`src/sdtc_pkg.sv`:
```
// Constants and types shared by the digital potentiometer tap control.
// Assumes a 10 MHz reference clock; nothing else is needed around it.
`default_nettype none
package sdtc_pkg;

    // Reference clock period and the settle time of a store access.
    localparam int CLK_PERIOD_NS = 100;
    localparam int NV_ACCESS_NS  = 1600;
    localparam int NV_ACCESS_CYC =
        (NV_ACCESS_NS + CLK_PERIOD_NS - 1) / CLK_PERIOD_NS;
    localparam int BUSY_W = $clog2(NV_ACCESS_CYC + 1);

    // Frame geometry and field positions of the command word.
    localparam int      FRAME_BITS = 24;
    localparam int      CNT_W      = 5;
    localparam int      TAP_W      = 8;
    localparam int      NV_W       = 9;
    localparam int      SLOTS      = 4;
    localparam int      BUF_BIT    = 8;
    localparam logic [7:0] TAP_MAX = 8'hFF;
    localparam logic [7:0] TAP_MIN = 8'h00;

    // Values after reset and the content of a blank store.
    localparam logic [7:0]  TAP_RST  = 8'h00;
    localparam logic [8:0]  NV_INIT  = 9'h080;
    localparam logic [23:0] WORD_RST = 24'h000000;

    // Command codes carried in the command_code_field.
    typedef enum logic [3:0] {
        SDTC_NOP      = 4'h0,
        SDTC_WR_TAP   = 4'h1,
        SDTC_RD_TAP   = 4'h2,
        SDTC_RD_NV    = 4'h4,
        SDTC_PROG_NV  = 4'h5,
        SDTC_LOAD_TAP = 4'h6,
        SDTC_SAVE_TAP = 4'h7,
        SDTC_INC      = 4'h8,
        SDTC_DEC      = 4'h9
    } sdtc_code_t;

    // One 24-bit serial command, most significant bit first.
    typedef struct packed {
        logic [3:0] command_code_field;
        logic       slot_select_high;
        logic       slot_select_low;
        logic       channel_select_high;
        logic       channel_select_low;
        logic [6:0] dont_care;
        logic [8:0] data;
    } sdtc_cmd_t;

endpackage
`default_nettype wire

```
`src/sdtc_top.sv`:
```
// Serial tap control of a 256-position digital potentiometer with a
// four-slot nonvolatile setting store. Assumes an external serial master
// on chip select, serial clock and data in, and an open-drain data out.
//
// How it works
// - Eight-bit tap selects one of 256 positions.
// - Wiper output comes only from tap register.
// - Tap loads from serial data or slot.
// - Save copies tap setting into selected slot.
// - Power-up recalls slot zero into tap.
// - Exactly four retained setting slots exist.
// - Output buffer enable follows stored configuration.
// - Deselected: ignore traffic, release output, standby once not busy.
// - Selected while chip select is low.
// - No operation before first chip select fall.
// - Serial input sampled on serial clock rise.
// - Read bits: first at select fall, then clock falls.
// - Shifted data passes out for daisy chains.
// - Write protect blocks store changes, allows recall.
// - Command is 24 bits, most significant first.
// - Two slot bits index slots zero to three.
// - Buffer bit acts only through slot load.
// - Increment and decrement saturate, never wrap.
`timescale 1ns/1ns
`default_nettype none

module sdtc_top (
    input  wire logic       I_REF_CLK,
    input  wire logic       I_RST,
    input  wire logic       I_CS_N,
    input  wire logic       I_SCLK,
    input  wire logic       I_SDI,
    input  wire logic       I_WP_N,
    output logic      [7:0] O_WIPER,
    output logic            O_BUF_EN,
    output logic            O_SDO_OUT,
    output logic            O_SDO_OE,
    output logic            O_BUSY,
    output logic            O_STANDBY
);

    // Synchroniser stages; the first stage feeds only the second.
    logic [3:0] meta_q;
    logic [3:0] sync_q;
    logic [1:0] prev_q;
    logic       cs_s;
    logic       sclk_s;
    logic       cs_fall;
    logic       cs_rise;
    logic       sclk_rise;
    logic       sclk_fall;

    // Serial shifter state.
    logic [23:0]            sr_q, sr_d;
    logic [sdtc_pkg::CNT_W-1:0] cnt_q, cnt_d;
    logic                   bit_q, bit_d;
    logic                   pend_q, pend_d;
    logic                   armed_q, armed_d;
    logic [23:0]            word;
    logic                   exec;

    // Core state.
    logic [7:0]              tap_q, tap_d;
    logic                    buf_q, buf_d;
    logic                    boot_q, boot_d;
    logic                    rd_q, rd_d;
    logic [23:0]             resp_q, resp_d;
    logic [sdtc_pkg::BUSY_W-1:0] busy_q, busy_d;
    // Retained cells are never reset; a blank part starts at NV_INIT.
    logic [8:0]              mem_q [0:sdtc_pkg::SLOTS-1] =
        '{default: sdtc_pkg::NV_INIT};
    logic                    mem_we;
    logic [1:0]              mem_idx;
    logic [8:0]              mem_wd;
    sdtc_pkg::sdtc_cmd_t     cmd;
    logic [1:0]              slot;
    logic                    wp_s;

    // Saturating step of the tap value, shared by both directions.
    function automatic logic [7:0] step(input logic [7:0] v,
                                        input logic       up);
        if (up) begin
            step = (v == sdtc_pkg::TAP_MAX) ? v : v + 8'h01;
        end else begin
            step = (v == sdtc_pkg::TAP_MIN) ? v : v - 8'h01;
        end
    endfunction

    // Pins come from the master's domain, so each passes two flops.
    // Chip select resets high so that reset itself makes no false fall.
    always_ff @(posedge I_REF_CLK) begin
        if (I_RST) begin
            meta_q <= 4'hD;
            sync_q <= 4'hD;
            prev_q <= 2'h1;
        end else begin
            meta_q <= {I_WP_N, I_SDI, I_SCLK, I_CS_N};
            sync_q <= meta_q;
            prev_q <= {sync_q[1], sync_q[0]};
        end
    end

    assign cs_s      = sync_q[0];
    assign sclk_s    = sync_q[1];
    assign cs_fall   = prev_q[0] && !cs_s;
    assign cs_rise   = !prev_q[0] && cs_s;
    assign sclk_rise = !prev_q[1] && sclk_s;
    assign sclk_fall = prev_q[1] && !sclk_s;
    assign wp_s      = sync_q[3];

    // Shifter next state. Input is taken on clock rises and moved into
    // the shifter on the following fall, so the outgoing bit changes
    // only on falls while the master samples on rises.
    always_comb begin
        sr_d    = sr_q;
        cnt_d   = cnt_q;
        bit_d   = bit_q;
        pend_d  = pend_q;
        armed_d = armed_q;
        word    = sr_q;
        exec    = 1'b0;
        if (cs_fall) begin
            armed_d = 1'b1;
            cnt_d   = '0;
            pend_d  = 1'b0;
            sr_d    = rd_q ? resp_q : sr_q;
        end else if (!cs_s) begin
            if (sclk_rise) begin
                bit_d  = sync_q[2];
                pend_d = 1'b1;
                if (cnt_q != '1) begin
                    cnt_d = cnt_q + 5'h01;
                end
            end
            if (sclk_fall && pend_q) begin
                sr_d   = {sr_q[22:0], bit_q};
                pend_d = 1'b0;
            end
        end
        if (cs_rise) begin
            word   = pend_q ? {sr_q[22:0], bit_q} : sr_q;
            sr_d   = word;
            pend_d = 1'b0;
            exec   = armed_q && !boot_q && (busy_q == '0)
                  && (cnt_q == 5'(sdtc_pkg::FRAME_BITS));
        end
    end

    // Shifter registers.
    always_ff @(posedge I_REF_CLK) begin
        if (I_RST) begin
            sr_q    <= sdtc_pkg::WORD_RST;
            cnt_q   <= '0;
            bit_q   <= 1'b0;
            pend_q  <= 1'b0;
            armed_q <= 1'b0;
        end else begin
            sr_q    <= sr_d;
            cnt_q   <= cnt_d;
            bit_q   <= bit_d;
            pend_q  <= pend_d;
            armed_q <= armed_d;
        end
    end

    assign cmd  = sdtc_pkg::sdtc_cmd_t'(word);
    assign slot = {cmd.slot_select_high, cmd.slot_select_low};

    // Command decoding. The buffer bit changes only when a slot is
    // loaded; a direct tap write leaves it alone.
    always_comb begin
        tap_d   = tap_q;
        buf_d   = buf_q;
        boot_d  = 1'b0;
        rd_d    = cs_fall ? 1'b0 : rd_q;
        resp_d  = resp_q;
        busy_d  = (busy_q != '0) ? busy_q - 1'b1 : busy_q;
        mem_we  = 1'b0;
        mem_idx = slot;
        mem_wd  = cmd.data;
        if (boot_q) begin
            tap_d  = mem_q[0][7:0];
            buf_d  = mem_q[0][sdtc_pkg::BUF_BIT];
            busy_d = sdtc_pkg::BUSY_W'(sdtc_pkg::NV_ACCESS_CYC);
        end else if (exec) begin
            case (cmd.command_code_field)
                sdtc_pkg::SDTC_WR_TAP: begin
                    tap_d = cmd.data[7:0];
                end
                sdtc_pkg::SDTC_RD_TAP: begin
                    rd_d   = 1'b1;
                    resp_d = {15'h0000, buf_q, tap_q};
                    busy_d = sdtc_pkg::BUSY_W'(sdtc_pkg::NV_ACCESS_CYC);
                end
                sdtc_pkg::SDTC_RD_NV: begin
                    rd_d   = 1'b1;
                    resp_d = {15'h0000, mem_q[slot]};
                    busy_d = sdtc_pkg::BUSY_W'(sdtc_pkg::NV_ACCESS_CYC);
                end
                sdtc_pkg::SDTC_PROG_NV: begin
                    mem_we = wp_s;
                    busy_d = sdtc_pkg::BUSY_W'(sdtc_pkg::NV_ACCESS_CYC);
                end
                sdtc_pkg::SDTC_LOAD_TAP: begin
                    tap_d  = mem_q[slot][7:0];
                    buf_d  = mem_q[slot][sdtc_pkg::BUF_BIT];
                    busy_d = sdtc_pkg::BUSY_W'(sdtc_pkg::NV_ACCESS_CYC);
                end
                sdtc_pkg::SDTC_SAVE_TAP: begin
                    mem_we = wp_s;
                    mem_wd = {buf_q, tap_q};
                    busy_d = sdtc_pkg::BUSY_W'(sdtc_pkg::NV_ACCESS_CYC);
                end
                sdtc_pkg::SDTC_INC: begin
                    tap_d = step(tap_q, 1'b1);
                end
                sdtc_pkg::SDTC_DEC: begin
                    tap_d = step(tap_q, 1'b0);
                end
                default: begin
                    tap_d = tap_q;
                end
            endcase
        end
    end

    // Core registers. The tap resets to a safe value and is then
    // overwritten from slot zero by the boot cycle.
    always_ff @(posedge I_REF_CLK) begin
        if (I_RST) begin
            tap_q  <= sdtc_pkg::TAP_RST;
            buf_q  <= 1'b0;
            boot_q <= 1'b1;
            rd_q   <= 1'b0;
            resp_q <= sdtc_pkg::WORD_RST;
            busy_q <= '0;
        end else begin
            tap_q  <= tap_d;
            buf_q  <= buf_d;
            boot_q <= boot_d;
            rd_q   <= rd_d;
            resp_q <= resp_d;
            busy_q <= busy_d;
        end
    end

    // Store writes. No reset here, since the cells stand for retained
    // content that must survive a power-up.
    always_ff @(posedge I_REF_CLK) begin
        if (mem_we) begin
            mem_q[mem_idx] <= mem_wd;
        end
    end

    // Outputs. The data pin only ever pulls low, and only while selected.
    assign O_WIPER   = tap_q;
    assign O_BUF_EN  = buf_q;
    assign O_SDO_OUT = 1'b0;
    assign O_SDO_OE  = !cs_s && !sr_q[23];
    assign O_BUSY    = (busy_q != '0) || boot_q;
    assign O_STANDBY = cs_s && !O_BUSY;
endmodule

`default_nettype wire

```
`config.mk`:
```
export PLATFORM = sky130hd
export DESIGN_NAME = sdtc_top
export DESIGN_NICKNAME = d
export VERILOG_FILES = /design/src/sdtc_pkg.sv /design/src/sdtc_top.sv
export SDC_FILE = /design/constraint.sdc
export NUM_CORES = 1
export LEC_CHECK = 0
export ABC_AREA = 1
export BUFFER_PORTS_ARGS = -buffer_cell sky130_fd_sc_hd__buf_2
export CAP_MARGIN = 25
export CORE_MARGIN = 1
export CORE_UTILIZATION = 35
export CTS_CLUSTER_DIAMETER = 100
export DETAILED_ROUTE_END_ITERATION = 10
export PLACE_DENSITY_LB_ADDON = 0.15
export SLEW_MARGIN = 10
export SYNTH_ARGS = -nofsm -noshare
export SYNTH_HDL_FRONTEND = slang
export SYNTH_SLANG_ARGS = --single-unit
export TNS_END_PERCENT = 10
```
`constraint.sdc`:
```
create_clock -name I_REF_CLK -period 3.1 [get_ports I_REF_CLK]
set_input_delay 0.155 -clock I_REF_CLK [delete_from_list [all_inputs] [get_ports I_REF_CLK]]
set_output_delay 0.155 -clock I_REF_CLK [all_outputs]
set_load 0.005 [all_outputs]
```
Word level (Yosys, flattened, before mapping)
Memories as Yosys holds them, arrays and structs flattened.
Cells that the tools add are included.
{"block": "word_totals", "memories": 1, "latchBits": 0, "ramBits": 36, "in_bits": 6, "wordCells": 114, "reg_bits": 82, "romBits": 0}
{"memory": "mem_q", "words": 4, "word_bits": 9, "read_ports": 2, "rd_clocked_by_memory_dff": 0, "write_ports": 1, "line": "sdtc_top.sv:70", "text": "logic [8:0] mem_q [0:sdtc_pkg::SLOTS-1] ="}
{"block": "classes", "addsub": 4, "bitwise": 3, "magnitude_cmp": 0, "n_eq_ne": 15, "n_shift": 0, "multipliers": 0, "reduce_logical": 40, "mux": 36, "div_mod_pow": 0}
{"cell": "$mux 24", "count": 7}
{"cell": "$pmux 24 s2", "count": 1}
{"cell": "$mux 8", "count": 4}
{"cell": "$pmux 8 s4", "count": 1}
{"cell": "$mux 9", "count": 3}
{"cell": "$mux 5", "count": 4}
{"cell": "$eq 4x3->1 const B", "count": 4}
{"cell": "$mux 1", "count": 16}
{"cell": "$reduce_and 3->1", "count": 4}
{"cell": "$logic_and 1x1->1", "count": 10}
{"cell": "$reduce_bool 5->1", "count": 2}
{"cell": "$add 8x1->8 const B", "count": 1}
{"cell": "$eq 4x4->1 const B", "count": 2}
{"cell": "$eq 8x8->1 const B", "count": 1}
{"cell": "$logic_not 8->1", "count": 1}
{"cell": "$reduce_bool 2->1", "count": 4}
{"cell": "$reduce_or 2->1", "count": 4}
{"cell": "$sub 8x1->8 const B", "count": 1}
{"cell": "$logic_not 1->1", "count": 7}
{"cell": "$ne 3x1->1 const B", "count": 2}
{"cell": "$ne 3x3->1 const B", "count": 2}
{"cell": "$add 5x1->5 const B", "count": 1}
{"cell": "$eq 5x5->1 const B", "count": 1}
{"cell": "$logic_not 5->1", "count": 1}
{"cell": "11 further kinds", "count": 14}

Longest topological paths before layout
{"block": "logic_depth", "ltp_word": 10, "depth_mapped": 22, "depth_no_buf": 21}

Least setup slack after synthesis
Ideal clock, no wire load.
{"block": "synth_timing", "path_kind": "reg-to-reg", "startpoint": "reg sync_q[0]", "endpoint": "reg tap_q[7] (netlist: O_WIPER[7])", "path_stages_with_launch": 19, "setup_time_ns": 0.131, "required_ns": 2.969, "t_arrival_ns": 2.649, "slack_ns": 0.320, "path_cell_list": "dfxtp_1 > ha_1 > inv_2 > nand2_2 > a21boi_2 > nor2_1 > nand2_1 > clkinv_1 > ha_1 > a21oi_1 > nand2_1 > nand2_1 > nand2_1 > a21boi_0 > nand3_1 > nand3_1 > nand2_1 > nand2_1 > a21oi_2"}
{"block": "synth_via", "elab_chain_cells": 6, "word_cells_on_any_way": 16}
{"element": "from (decl)", "line": "sdtc_top.sv:44", "text": "logic [3:0] sync_q;"}
{"element": "from (signal assigned)", "line": "sdtc_top.sv:98", "text": "sync_q <= meta_q;"}
{"element": "$logic_and 1x1->1 *", "line": "sdtc_top.sv:106", "text": "assign cs_rise = !prev_q[0] && cs_s;"}
{"element": "$mux 24", "line": "sdtc_top.sv:140", "text": "if (cs_rise) begin"}
{"element": "$mem_v2 4x9 (tied with other cells)"}
{"element": "$pmux 8 s4", "line": "sdtc_top.sv:186", "text": "case (cmd.command_code_field)"}
{"element": "$mux 8", "line": "sdtc_top.sv:185", "text": "end else if (exec) begin"}
{"element": "$mux 8", "line": "sdtc_top.sv:181", "text": "if (boot_q) begin"}
{"element": "to (signal assigned)", "line": "sdtc_top.sv:231", "text": "tap_q <= sdtc_pkg::TAP_RST;"}
{"element": "to (signal assigned)", "line": "sdtc_top.sv:238", "text": "tap_q <= tap_d;"}
{"element": "to (decl)", "line": "sdtc_top.sv:63", "text": "logic [7:0] tap_q, tap_d;"}
Mark *: on every way between the ends. The rest lies on a longest branch, timed or not. The select of a mux whose other input is x is not followed.
A chain may end at the register's enable or synchronous reset.

Worst setup path in the final report
{"block": "layout_timing", "startpoint": "reg prev_q[0]", "endpoint": "reg tap_q[7] (netlist: O_WIPER[7])"}
{"block": "layout_via", "elab_chain_cells": 7, "word_cells_on_any_way": 17}
{"element": "from (decl)", "line": "sdtc_top.sv:45", "text": "logic [1:0] prev_q;"}
{"element": "from (signal assigned)", "line": "sdtc_top.sv:99", "text": "prev_q <= {sync_q[1], sync_q[0]};"}
{"element": "$logic_not 1->1 *", "line": "sdtc_top.sv:106"}
{"element": "$logic_and 1x1->1 *", "line": "sdtc_top.sv:106"}
{"element": "$mux 24", "line": "sdtc_top.sv:140"}
{"element": "$mem_v2 4x9 (tied with other cells)"}
{"element": "$pmux 8 s4", "line": "sdtc_top.sv:186"}
{"element": "$mux 8", "line": "sdtc_top.sv:185"}
{"element": "$mux 8", "line": "sdtc_top.sv:181"}
Marked as above.

==> impl_results.md <==
- Status: finished, final reports clean
- Post-Place Cells: approximately 930
- Required time worst endpoint: 3320 ps
- RSZ-0062 raised after global routing: no
- Post-synth EDFFs: 36
- Post-layout util: 0.4040
- Worst Path Class, Setup: flip-flop to flip-flop
- Period utilization: 0.9203
- Vias in the first global route: roughly 4,500
- Global-route wire length before repair: about 24,000 microns
- Fin cells: between 900 and 1,000
- Fraction of the mapped netlist area in adder cells: 0.03773
- Period minus WS final: 2853 ps
- Synth Area in Simple Gates: 0.2691
- Clock power share: 0.393
- LEAKAGE: 2.522 nW
- Root buf cell: clkbuf_16
- GP Congestion: 0.8525
- Most common cell after layout, fill and taps aside: nand2_1
- Max Cap Viol: 0
- Sequential element share of the synthesized area: 0.4400
- Setup bufs post-CTS: 0
- Cells after synthesis: 706
- Worst-margin pin slew: between 1000 and 1500 ps
- Clock skew: 11.37 ps
- Initial Util: 0.3608
- Tot GR Track Use: 0.1876
- TritonRoute pass-1 iters: 5
- Synth cell types: 48
- Average size of a mapped cell: slightly below 8 sq um
- Startpoint Class: flip-flop
- Setup violators final: 0
- Vias per inst: 5.039
- Layout cell share with drive strength beyond 1: 0.1553
- WL/cell: between 15 and 20 microns
- Total wire length after detailed routing: 14,290 microns
- Fmax: between 300 and 400 MHz
- Die X: around 130 microns
- Pins Over Slew Limit: 0
- Nets: 751
- Max FO, Critical Path: 8
- Hold crit path type: input pin to flip-flop
- Ant. Diodes: 0
- Post-synthesis sequential element count: approximately 100
- Largest net degree at the start of global routing: 34
- Die ar.: between 15,000 and 20,000 sq um
- Commonest non-fill, non-tap cells in the layout: nand2_1 (168), dfxtp_1 (67), nand3_1 (64)
- Setup TNS: 0 ps
- CTS tree: done
- Sw power: about 0.73 mW
- Iter 0 DRT Violations: between 300 and 400
- FFs w/ async S/R, synth: 0
- Post-Syn Nets: ~730
- Final hold violations: 0
- Rel. slew slack: 0.3226
- H-Tree Depth: 3
- GR Overflow Total: 0
- Int Pwr: approximately 2 mW
- Switching share of power: 0.2620
- CP endpoint kind: flip-flop
- Layout area overhead: 11.98%
- Post-synthesis cell area: roughly 5500 sq um
- Row cnt: 45
- Post-synthesis compound-gate area fraction: 0.1698
- Core area: ~15,000 sq um
- HPWL Detailed: about 10,000 microns
- Clock latency on the worst-skew pair: ~350 ps
- Logic gate share of total power: 0.087
- Pwr/cell area: 453.0 nW/um^2
- Port bufs: 17
- Post-route ant nets: 0
- CTS Buf Count: 9
- DRC: 0
- Xor-xnor portion of the synthesized cell area: 0.004773
- Height of the die: ~130 microns
- Mux cell area share after synthesis: 0.002727
- Top-Level Pins: 19
- Critical path data arrival time: 3080 ps
- Largest family of logic cells by synthesized area: simple AND/OR/NAND/NOR gates
- Maximum vdd drop: ~0.26 mV
- Sequential power share: 0.520
- Via Count: roughly 4,800
- Clk buf depth: 2
- Primary FF master, synth: dfxtp_1
- Ys Warns: 0
- CTS clk-pin slew, worst paths: roughly 80 ps
- Initial antenna violation count: 0
- Clock Sinks: 103
path summary, 6_finish.rpt:
kind | cells after the start | to | from | slack (ps)
setup / recovery | 19 | O_WIPER[7] | prev_q[0] | 250
setup reg to reg | 19 | O_WIPER[7] | prev_q[0] | 250
hold reg to reg | 2 | sync_q[1] | meta_q[1] | 400
hold / removal | 1 | boot_q | I_RST | 210
layer usage:
metal | share of wire | vias to the layer above | track usage
li1 | - | 2412 | -
met1 | 0.47 | 2220 | 0.2489
met2 | 0.46 | 110 | 0.3038
met3 | 0.040 | 20 | 0.03308
met4 | 0.027 | 0 | 0.07213
met5 | 0 | - | 0
cells in the mapped netlist, types with 5 or more instances:
cell | number | area, sq um
inv_1 | 58 | 217.7
nand2_2 | 8 | 50.05
nand4_1 | 5 | 31.28
buf_2 | 5 | 25.02
a31oi_1 | 12 | 75.07
nand2_1 | 168 | 630.6
a21oi_1 | 55 | 275.3
o21ai_2 | 7 | 61.31
clkbuf_1 | 14 | 52.55
a21oi_2 | 13 | 113.9
ha_1 | 15 | 187.7
dfxtp_1 | 67 | 1341
nor3_1 | 8 | 40.04
nor2_1 | 48 | 180.2
or2_2 | 8 | 50.05
nand3_1 | 64 | 320.3
o21ai_0 | 63 | 315.3
edfxtp_1 | 36 | 1081
what timing repair did:
| item | CTS | global route |
|---|---|---|
| hold endpoints to repair | 4 | 0 |
| hold buffers | 4 | 0 |
| gates resized for setup | 0 | 5 |
| setup endpoints to repair | 0 | 4 |
layout make-up:
type / count / area [sq um]
Multi-Input combinational cell: 508 / 2676
Inverter: 70 / 276.5
Timing Repair Buffer: 37 / 245.2
Fill cell: 1577 / 9094
Clock buffer: 9 / 225.2
Clock inverter: 7 / 55.05
Tap cell: 211 / 264.0
Sequential cell: 103 / 2422
flip-flops by register name, summed over array words and instances, names as in the netlist, named ones only:
register	cells
mem_q	36
sr_q	15
resp_q	9
O_WIPER	8
busy_q	5
cnt_q	5
meta_q	4
sync_q	4
prev_q	2
O_BUF_EN	1
armed_q	1
bit_q	1
boot_q	1
pend_q	1
rd_q	1
kinds of logic (layout without fill, tap and decap cells):
family | Yosys count | in the layout
AND/OR/NAND/NOR | 326 | 326
AO/OA/AOI/OAI | 161 | 161
flip-flops | 103 | 103
buffers and inverters | 95 | 123
adder cells (fa/ha/maj) | 16 | 16
XOR/XNOR | 3 | 3
other | 1 | 1
multiplexers | 1 | 1
per-stage QoR:
step / hold WS [ps] / setup WS, ps / power (mW) / cell area [sq um]
CTS: 215.8 / 108.4 / 2.831 / 6157
finish: 211.2 / 247.1 / 2.792 / 6165
global route: 236.3 / 2.655 / 2.922 / 6165
floorplan: 182.7 / 320.1 / 1.649 / 5505
detailed placement: 341.9 / 122.6 / 1.724 / 5837
global placement: 335.9 / 229.5 / 1.719 / 5837
power groups by stage:
stage / combinational [mW] / sequential [mW] / clock (mW)
2_1_floorplan: 0.178 / 1.47 / 0
3_3_place_gp: 0.235 / 1.48 / 0
3_5_place_dp: 0.240 / 1.48 / 0
4_1_cts: 0.244 / 1.45 / 1.13
5_1_grt: 0.276 / 1.46 / 1.19
6_report: 0.243 / 1.45 / 1.10
worst max-delay path, stage by stage (launching register included):
cell and delay (ps):
dfxtp_1 390, inv_1 80, ha_1 220, buf_4 180, nand3_1 120, nand2_2 70
nor2_2 180, nand2_1 120, inv_2 130, ha_1 300, a21oi_1 160, nand2_1 100
nand2_1 70, nand2_1 80, a21boi_1 170, nand3_1 90, nand3_1 80, nand2_1 50
nand2_1 70, a21oi_2 50
No activity file was read; power rests on OpenSTA's default activity.
